===== src/rtl/cbd_pkg.sv =====
// Package of constants and types for the command block decoder.
// Assumes one system clock; shared by the decoder and its length counter.
package cbd_pkg;

  // ------------------------------------------------------------------
  // Operation code layout
  // ------------------------------------------------------------------
  localparam int OPC_GRP_MSB = 7;
  localparam int OPC_GRP_LSB = 5;
  localparam int OPC_CMD_MSB = 4;
  localparam logic [2:0] GRP_SHORT  = 3'h0;
  localparam logic [2:0] GRP_LONG   = 3'h1;
  localparam logic [2:0] GRP_VEND_A = 3'h6;
  localparam logic [2:0] GRP_VEND_B = 3'h7;

  // ------------------------------------------------------------------
  // Byte positions inside a command block
  // ------------------------------------------------------------------
  localparam int BYTE_OPC       = 0;
  localparam int BYTE_UNIT      = 1;
  localparam int BYTE_SHORT_LEN = 4;
  localparam int BYTE_SHORT_CTL = 5;
  localparam int BYTE_LONG_RSVD = 6;
  localparam int BYTE_LONG_LEN  = 7;
  localparam int BYTE_LONG_CTL  = 9;
  localparam int CB_BYTES       = 10;
  localparam logic [3:0] CB_LAST_SHORT = 4'h5;
  localparam logic [3:0] CB_LAST_LONG  = 4'h9;
  localparam logic [3:0] CB_NEXT_IDX   = 4'h1;
  localparam int UNIT_MSB      = 7;
  localparam int UNIT_LSB      = 5;
  localparam int SHORT_LBA_MSB = 4;

  // ------------------------------------------------------------------
  // Control byte: link, flag and vendor bits must be clear
  // ------------------------------------------------------------------
  localparam logic [7:0] CTL_CHECK_MASK = 8'hc3;

  // ------------------------------------------------------------------
  // Length limits
  // ------------------------------------------------------------------
  localparam logic [16:0] SHORT_ZERO_COUNT = 17'h00100;
  localparam logic [32:0] MAX_XFER_BYTES   = 33'h000010000;
  localparam logic [32:0] RECOMMEND_BYTES  = 33'h000004000;

  // How the length field is read, given by the opcode table outside
  typedef enum logic [1:0] {
    LEN_NONE   = 2'h0,
    LEN_BLOCKS = 2'h1,
    LEN_PARAM  = 2'h2,
    LEN_ALLOC  = 2'h3
  } cbd_len_kind_type;

  typedef enum logic [3:0] {
    S_IDLE    = 4'b0001,
    S_COLLECT = 4'b0010,
    S_CHECK   = 4'b0100,
    S_XFER    = 4'b1000
  } cbd_state_type;

  // Decoded command block
  typedef struct packed {
    logic [2:0]  group;
    logic [4:0]  command;
    logic [2:0]  unit_number;
    logic [31:0] lba;
    logic [15:0] length;
    logic [7:0]  control;
    logic        ten_byte;
  } cbd_cmd_type;

endpackage


===== src/rtl/cbd_xfer.sv =====
// Byte counter that bounds one data phase of a command.
// Assumes start and beat come from logic on the same clock.
`timescale 1ns/1ps
module cbd_xfer (
  input  wire logic        clk,
  input  wire logic        reset,
  input  wire logic        start,
  input  wire logic [16:0] limit,
  input  wire logic        beat,
  output logic             active,
  output logic [16:0]      remaining,
  output logic             done
);
  import cbd_pkg::*;

  logic last_beat;

  // ------------------------------------------------------------------
  // Count down the bytes still allowed in this phase
  // ------------------------------------------------------------------
  assign last_beat = active & beat & (remaining == 17'h00001);

  always_ff @(posedge clk or posedge reset) begin
    if (reset) begin
      active    <= 1'b0;
      remaining <= 17'h00000;
      done      <= 1'b0;
    end else begin
      done <= 1'b0;
      if (start) begin
        remaining <= limit;
        active    <= (limit != 17'h00000);
        done      <= (limit == 17'h00000); // Empty phase ends at once
      end else if (active & beat) begin
        remaining <= remaining - 17'h00001;
        active    <= ~last_beat;
        done      <= last_beat;
      end
    end
  end
endmodule


===== src/rtl/cbd_decoder.sv =====
// Command block decoder: gathers a command block byte by byte, splits
// out its fields, checks them and bounds the following data phase.
// Assumes bytes, identify unit and opcode table answers arrive from
// logic on the same clock, and that the bus side moves one byte per beat.
//
// Notes on behaviour
// - Opcode is three-bit group plus five-bit command
// - Group zero six bytes, group one ten
// - Groups two to five refused, six seven vendor
// - Short block: unit, 21-bit address, length, control
// - Long block: unit, 32-bit address, 16-bit length
// - Without identify, unit from byte one top bits
// - Invalid parameter ends command, medium untouched
// - Addresses run gapless from zero to last
// - Transfer length counts blocks unless bytes defined
// - One-byte length zero means 256 blocks
// - Multi-byte length zero moves no data
// - Same encodings for parameter and allocation lengths
// - Never more than 64 kilobytes per command
// - Sixteen kilobytes per command is recommended
// - Parameter list length is data-out byte count
// - Zero allocation returns nothing, no error; a six-byte block here reads zero as 256
// - Data-in stops at smaller of allocation, available
`timescale 1ns/1ps
module cbd_decoder (
  input  wire logic                      clk,
  input  wire logic                      reset,
  input  wire logic                      cmd_byte_valid,
  input  wire logic [7:0]                cmd_byte,
  output logic                           cmd_byte_ready,
  input  wire logic                      identify_valid,
  input  wire logic [2:0]                identify_unit,
  input  wire cbd_pkg::cbd_len_kind_type len_kind,
  input  wire logic                      dir_in,
  input  wire logic [16:0]               data_avail,
  input  wire logic [31:0]               unit_blocks,
  input  wire logic [3:0]                blk_log2,
  input  wire logic                      data_beat,
  output cbd_pkg::cbd_cmd_type           cmd_info,
  output logic [16:0]                    cmd_count,
  output logic [16:0]                    xfer_bytes,
  output logic                           cmd_valid,
  output logic                           cmd_reject,
  output logic                           vendor_cmd,
  output logic                           over_recommend,
  output logic                           xfer_active,
  output logic                           xfer_dir_in,
  output logic [16:0]                    xfer_remaining,
  output logic                           xfer_done,
  output logic                           medium_write_en,
  output logic                           cmd_done
);
  import cbd_pkg::*;

  cbd_state_type    state;
  cbd_state_type    next_state;
  cbd_len_kind_type cur_kind;
  logic [7:0]       cb [0:CB_BYTES-1];
  logic [3:0]       idx;
  logic             ten;

  // ------------------------------------------------------------------
  // Operation code split of the incoming first byte
  // ------------------------------------------------------------------
  logic [2:0] in_group;
  logic       in_known;
  logic       in_vendor;
  assign in_group  = cmd_byte[OPC_GRP_MSB:OPC_GRP_LSB];
  assign in_known  = (in_group == GRP_SHORT) | (in_group == GRP_LONG);
  assign in_vendor = (in_group == GRP_VEND_A) | (in_group == GRP_VEND_B);

  // ------------------------------------------------------------------
  // Field extraction from the collected bytes
  // ------------------------------------------------------------------
  logic [31:0] lba_short;
  logic [31:0] lba_long;
  logic [31:0] f_lba;
  logic [15:0] f_len;
  logic [7:0]  f_ctl;
  logic [2:0]  f_unit;
  logic [16:0] f_count;
  logic [32:0] blk_bytes;
  logic [32:0] lba_end;
  // Short block: top address bits share byte one with the unit
  assign lba_short = {11'h000, cb[BYTE_UNIT][SHORT_LBA_MSB:0],
                      cb[2], cb[3]};
  // Long block: four address bytes, first one highest
  assign lba_long  = {cb[2], cb[3], cb[4], cb[5]};
  assign f_lba     = ten ? lba_long : lba_short;
  assign f_len     = ten ? {cb[BYTE_LONG_LEN], cb[BYTE_LONG_LEN+1]}
                         : {8'h00, cb[BYTE_SHORT_LEN]};
  assign f_ctl     = ten ? cb[BYTE_LONG_CTL] : cb[BYTE_SHORT_CTL];
  // Identify message wins over the field in the block
  assign f_unit    = identify_valid ? identify_unit
                   : cb[BYTE_UNIT][UNIT_MSB:UNIT_LSB];

  // Length encodings, alike for all three length kinds
  assign f_count = ten ? {1'b0, f_len}
                 : (f_len == 16'h0000) ? SHORT_ZERO_COUNT
                 : {1'b0, f_len};
  assign blk_bytes = 33'(f_count) << blk_log2;
  assign lba_end   = {1'b0, f_lba} + 33'(f_count);

  // ------------------------------------------------------------------
  // Parameter checks
  // ------------------------------------------------------------------
  logic rsvd_bad;
  logic ctl_bad;
  logic unit_bad;
  logic range_bad;
  logic size_bad;
  logic param_bad;
  assign rsvd_bad  = ten & ((cb[BYTE_LONG_RSVD] != 8'h00)
                   | (cb[BYTE_UNIT][SHORT_LBA_MSB:0] != 5'h00));
  assign ctl_bad   = (f_ctl & CTL_CHECK_MASK) != 8'h00;
  // Named unit must not also sit in the block
  assign unit_bad  = identify_valid
                   & (cb[BYTE_UNIT][UNIT_MSB:UNIT_LSB] != 3'h0);
  // Blocks run from zero up to the last block of the unit
  assign range_bad = (len_kind == LEN_BLOCKS) & (f_count != 17'h00000)
                   & (lba_end > {1'b0, unit_blocks});
  assign size_bad  = (len_kind == LEN_BLOCKS)
                   & (blk_bytes > MAX_XFER_BYTES);
  assign param_bad = rsvd_bad | ctl_bad | unit_bad | range_bad | size_bad;

  // ------------------------------------------------------------------
  // Byte limit of the data phase
  // ------------------------------------------------------------------
  logic [16:0] phase_limit;
  logic        alloc_short;
  logic        xfer_start;
  assign alloc_short = f_count < data_avail;
  assign phase_limit =
      (len_kind == LEN_BLOCKS) ? blk_bytes[16:0]
    : (len_kind == LEN_PARAM)  ? f_count
    : (len_kind == LEN_ALLOC)  ? (alloc_short ? f_count
                                              : data_avail)
    : 17'h00000;
  assign xfer_start = (state == S_CHECK) & ~param_bad;

  // ------------------------------------------------------------------
  // Sequencer
  // ------------------------------------------------------------------
  logic byte_take;
  logic last_byte;
  assign cmd_byte_ready = (state == S_IDLE) | (state == S_COLLECT);
  assign byte_take      = cmd_byte_valid & cmd_byte_ready;
  assign last_byte      = idx == (ten ? CB_LAST_LONG
                                      : CB_LAST_SHORT);

  // Next state from the byte stream and the phase counter
  always_comb begin
    next_state = state;
    case (state)
      S_IDLE: begin
        if (byte_take & in_known) begin
          next_state = S_COLLECT;
        end
      end
      S_COLLECT: begin
        if (byte_take & last_byte) begin
          next_state = S_CHECK;
        end
      end
      S_CHECK: begin
        next_state = param_bad ? S_IDLE : S_XFER;
      end
      S_XFER: begin
        if (xfer_done) begin
          next_state = S_IDLE;
        end
      end
      default: begin
        next_state = S_IDLE;
      end
    endcase
  end

  always_ff @(posedge clk or posedge reset) begin
    if (reset) begin
      state <= S_IDLE;
    end else begin
      state <= next_state;
    end
  end

  // Byte capture into the block store
  always_ff @(posedge clk) begin
    if (byte_take) begin
      cb[(state == S_IDLE) ? 4'h0 : idx] <= cmd_byte;
    end
  end

  // Byte index and block size
  always_ff @(posedge clk or posedge reset) begin
    if (reset) begin
      idx <= 4'h0;
      ten <= 1'b0;
    end else if (byte_take & (state == S_IDLE)) begin
      idx <= CB_NEXT_IDX;
      ten <= in_group == GRP_LONG;
    end else if (byte_take) begin
      idx <= idx + 4'h1;
    end
  end

  // Outcome pulses of the first byte, of the check and of the phase end
  always_ff @(posedge clk or posedge reset) begin
    if (reset) begin
      cmd_valid  <= 1'b0;
      cmd_reject <= 1'b0;
      vendor_cmd <= 1'b0;
      cmd_done   <= 1'b0;
    end else begin
      cmd_valid  <= xfer_start;
      // Unimplemented and reserved groups, or bad fields
      cmd_reject <= (byte_take & (state == S_IDLE) & ~in_known
                     & ~in_vendor)
                  | ((state == S_CHECK) & param_bad);
      vendor_cmd <= byte_take & (state == S_IDLE) & in_vendor;
      cmd_done   <= (state == S_XFER) & xfer_done;
    end
  end

  // Decoded command and phase setup, loaded once the block passes
  always_ff @(posedge clk or posedge reset) begin
    if (reset) begin
      cmd_info       <= '0;
      cmd_count      <= 17'h00000;
      xfer_bytes     <= 17'h00000;
      over_recommend <= 1'b0;
      xfer_dir_in    <= 1'b0;
      cur_kind       <= LEN_NONE;
    end else if (xfer_start) begin
      cmd_info.group       <= cb[BYTE_OPC][OPC_GRP_MSB:OPC_GRP_LSB];
      cmd_info.command     <= cb[BYTE_OPC][OPC_CMD_MSB:0];
      cmd_info.unit_number <= f_unit;
      cmd_info.lba         <= f_lba;
      cmd_info.length      <= f_len;
      cmd_info.control     <= f_ctl;
      cmd_info.ten_byte    <= ten;
      cmd_count            <= f_count;
      xfer_bytes           <= phase_limit;
      over_recommend <= {16'h0000, phase_limit} > RECOMMEND_BYTES;
      xfer_dir_in          <= dir_in;
      cur_kind             <= len_kind;
    end
  end

  // ------------------------------------------------------------------
  // Data phase counter
  // ------------------------------------------------------------------
  cbd_xfer u_xfer (
    .clk       (clk),
    .reset     (reset),
    .start     (xfer_start),
    .limit     (phase_limit),
    .beat      (data_beat),
    .active    (xfer_active),
    .remaining (xfer_remaining),
    .done      (xfer_done)
  );

  // Medium is written only by a passed block-write phase
  assign medium_write_en = xfer_active & ~xfer_dir_in
                         & (cur_kind == LEN_BLOCKS);
endmodule


===== config.mk =====
export PLATFORM = sky130hd
export DESIGN_NAME = cbd_decoder
export DESIGN_NICKNAME = d
export VERILOG_FILES = /design/src/rtl/cbd_pkg.sv /design/src/rtl/cbd_xfer.sv /design/src/rtl/cbd_decoder.sv
export SDC_FILE = /design/constraint.sdc
export NUM_CORES = 1
export LEC_CHECK = 0
export ABC_AREA = 1
export BUFFER_PORTS_ARGS = -buffer_cell sky130_fd_sc_hd__buf_2
export CAP_MARGIN = 20
export CORE_ASPECT_RATIO = 1.2
export CORE_UTILIZATION = 41
export DETAILED_ROUTE_END_ITERATION = 8
export REMOVE_ABC_BUFFERS = 1
export SLEW_MARGIN = 20
export SYNTH_ARGS = -nofsm -noshare
export SYNTH_HDL_FRONTEND = slang
export SYNTH_HIERARCHICAL = 1
export SYNTH_SLANG_ARGS = --single-unit

===== constraint.sdc =====
create_clock -name clk -period 6.3 [get_ports clk]
set_input_delay 0.315 -clock clk [delete_from_list [all_inputs] [get_ports clk]]
set_output_delay 0.315 -clock clk [all_outputs]
set_load 0.02 [all_outputs]

==> summary.txt <==
Status
  • Outcome: finished clean

Worst setup path
  • Critical-path top delay cell: dfrtp_2
  • Largest incremental delay on the critical path: 460 ps
  • RR Endpoint: u_xfer/remaining[7]
  • Setup crit end: u_xfer/remaining[7]
  • Crit-path leading delay family: simple AND/OR/NAND/NOR gates
  • CP Capture Type: flip-flop
  • Setup crit start: ten
  • Data required, critical path: 6750 ps
  • RR Startpoint: ten
  • CP dominant cell by count: nand2_1
  • R2R depth: 39
  • Critical path depth: 39
  • CP max FO: 58
  • Critical path buffers and inverters: 6
  • R2r setup slk: 540 ps
  • CP Class: flip-flop to flip-flop
  • Startpoint types: flip-flop
  • CP arrival: 6210 ps

Synthesis
  • Synth top area cells: dfrtp_1 (27%), edfxtp_1 (19%), nand2_1 (15%)
  • Yosys warnings: 6
  • Top_reg_cell synth: dfrtp_1
  • Yosys top cell by area: dfrtp_1
  • FF+latch count, synth: 217
  • Register area share after synthesis: 45.7%
  • EDFF count, synth: 80
  • Post-Synthesis Cells: 1613
  • Post-synth top cells: nand2_1 (494), inv_1 (185), dfrtp_1 (136)
  • Post-synth top area share: 26.6%
  • Async S/R FF share, synth: 63.1%
  • Most common cell in the netlist: nand2_1
  • Synthesized area: 12800 µm²
  • Synth unique cells: 50
  • Syn avg cell area: 7.92 µm²

Global route
  • Initial antenna violation count: 1
  • Gr ovfl total: 0
  • Vias in the first global route: 11.0k
  • Global-route wire length before repair: 58.7 mm
  • Largest net degree at the start of global routing: 177
  • Total Routing Usage GR: 23.7%

Cells and area
  • Non-Filler Instances: 2218
  • Nets: 1944
  • Design Area, Final: 15000 µm²
  • Antenna cells: 0
  • Final Util: 49.2%
  • Area growth from synthesis to final layout: 17.6%
  • Share of post-route cells with drive strength above 1: 15.9%

Timing
  • Worst Clk Skew: 20.6 ps
  • Final period util: 91.4%
  • Worst-Margin Slew: 865 ps
  • Max-slew violations: 0
  • Final WS setup: 542 ps
  • RSZ-0062 raised after global routing: false
  • Worst rel slew slack: 42.2%
  • Final setup viols: 0
  • Hold Fails Final Rpt: 0
  • Crit path time final: 5760 ps
  • FMAX: 174 MHz

Route
  • Routed wire length: 37.7 mm
  • Routed Antenna Nets: 0
  • DRC errors left: 0
  • Via density per instance: 5.15
  • Routed len/inst: 17.0 µm
  • Starting DRT DRC Count: 832
  • Vias: 11.4k
  • Pre-antenna DRT Iters: 5

Placed design
  • Pre-CTS WS: 304 ps
  • Port Buffers: 199
  • RePlAce Congestion: 0.930
  • Placed insts: 2172
  • Hpwl dp: 28.4 mm
  • DP Area: 14100 µm²

Clocking
  • Clock transition at path regs: 60 ps
  • Root buffer selected by CTS: clkbuf_16
  • Setup bufs post-CTS: 0
  • Clock Latency Late Sink: 540 ps
  • CTS buffer count: 24
  • Clock Path Buffers: 3
  • Clk sinks: 217
  • CTS tree: done
  • H-tree levels: 1

Pwr
  • P_sw: 2.01 mW
  • Max IR drop VDD: 212 µV
  • Combinational Power Share: 39.2%
  • Net Sw Frac: 39.0%
  • Int Pwr: 3.14 mW
  • Pwr Density: 343 nW/µm²
  • Pleak: 7.76 nW
  • Clk pwr share: 29.4%
  • Reg power frac: 31.3%

Floorplan
  • Starting Density: 41.8%
  • Core area: 30600 µm²
  • FP Rows: 70
  • Die area: 31900 µm²
  • Io pins: 201
  • Die Width: 163 µm
  • DIE HEIGHT: 195 µm

Job
  • Max-cap violations: 0

Min path
  • Worst hold path type: primary input to flip-flop
## cell families (layout without fill, tap and decap cells)
kind of cell             Yosys count  after routing  synth area share (%)
AO/OA/AOI/OAI                    248            248                  10.6
XOR/XNOR                          34             34                  2.33
adder cells (fa/ha/maj)           68             68                  6.72
buffers and inverters            249            458                  8.28
flip-flops                       217            217                  45.7
multiplexers                       8              8                 0.627
other                              1              1                0.0294
AND/OR/NAND/NOR                  788            788                  25.8
## repair_timing
item | 4_1_cts | 5_1_grt
endpoints found under the hold margin | 75 | 0
setup endpoints to repair | 0 | 124
hold buffers | 2 | 0
gates resized for setup | 0 | 7
## cell type report
type	count	area (µm²)
Inverter	194	731
Sequential cell	217	5830
Tap cell	396	495
Timing Repair Buffer	220	1200
Multi-Input combinational cell	1147	5910
Clock inverter	15	186
Fill cell	3009	15500
Clock buffer	29	672
## placed cells by master, fill, tap and decap left out, types with 26 or more instances in the layout
cell type,n
nand2_1,494
buf_2,199
inv_1,184
dfrtp_1,135
nor2_1,119
nand3_1,108
o21ai_0,97
edfxtp_1,80
ha_1,67
a21oi_1,51
o21ai_1,51
clkbuf_16,26
## metrics by stage
stage          setup TNS [ps]  power, mW  hold WS, ps
3_5_place_dp                0       3.64          436
5_1_grt                     0       5.50         90.1
3_3_place_gp                0       3.61          431
4_1_cts                     0       5.18         46.7
2_1_floorplan          -86430       3.00          266
6_report                    0       5.15         74.9
## how the worst min path moves through the flow
stage / start / end / slack, ps / depth (start not counted)
2_1_floorplan: reset / u_xfer/active / 270 / 1
5_1_grt: cmd_byte_valid / state[0] / 90 / 4
6_report: cmd_byte_valid / state[0] / 70 / 4
3_3_place_gp: cb[0][5] / cmd_info[65] / 430 / 2
3_5_place_dp: cb[0][2] / cmd_info[62] / 440 / 2
4_1_cts: cmd_byte_valid / state[0] / 50 / 4
## state kept, by name (all words and copies together), names as in the netlist, 2 cells and up
register	cells
cmd_info	68
cmd_count	16
state	4
xfer_bytes	17
u_xfer/remaining	17
cb	80
cur_kind	2
idx	4
## tightest hold or removal path, stage by stage
cell and delay, ps:
buf_2 100, a21oi_1 80, inv_1 50, nand2_1 40
## power by group through the flow
stage | logic (mW) | registers (mW) | clock network (mW)
2_1_floorplan | 1.31 | 1.69 | 0
3_3_place_gp | 1.97 | 1.64 | 0
4_1_cts | 2.01 | 1.62 | 1.55
3_5_place_dp | 2.00 | 1.64 | 0
5_1_grt | 2.28 | 1.63 | 1.60
6_report | 2.02 | 1.62 | 1.52
## metal layers
| layer | global-route usage (%) | wire length, µm |
|---|---|---|
| met3 | 3.10 | 1940 |
| met4 | 8.79 | 1260 |
| met5 | 0 | 10 |
| met2 | 40.4 | 18100 |
| met1 | 30.3 | 16300 |
(Power assumes the default switching activity.)
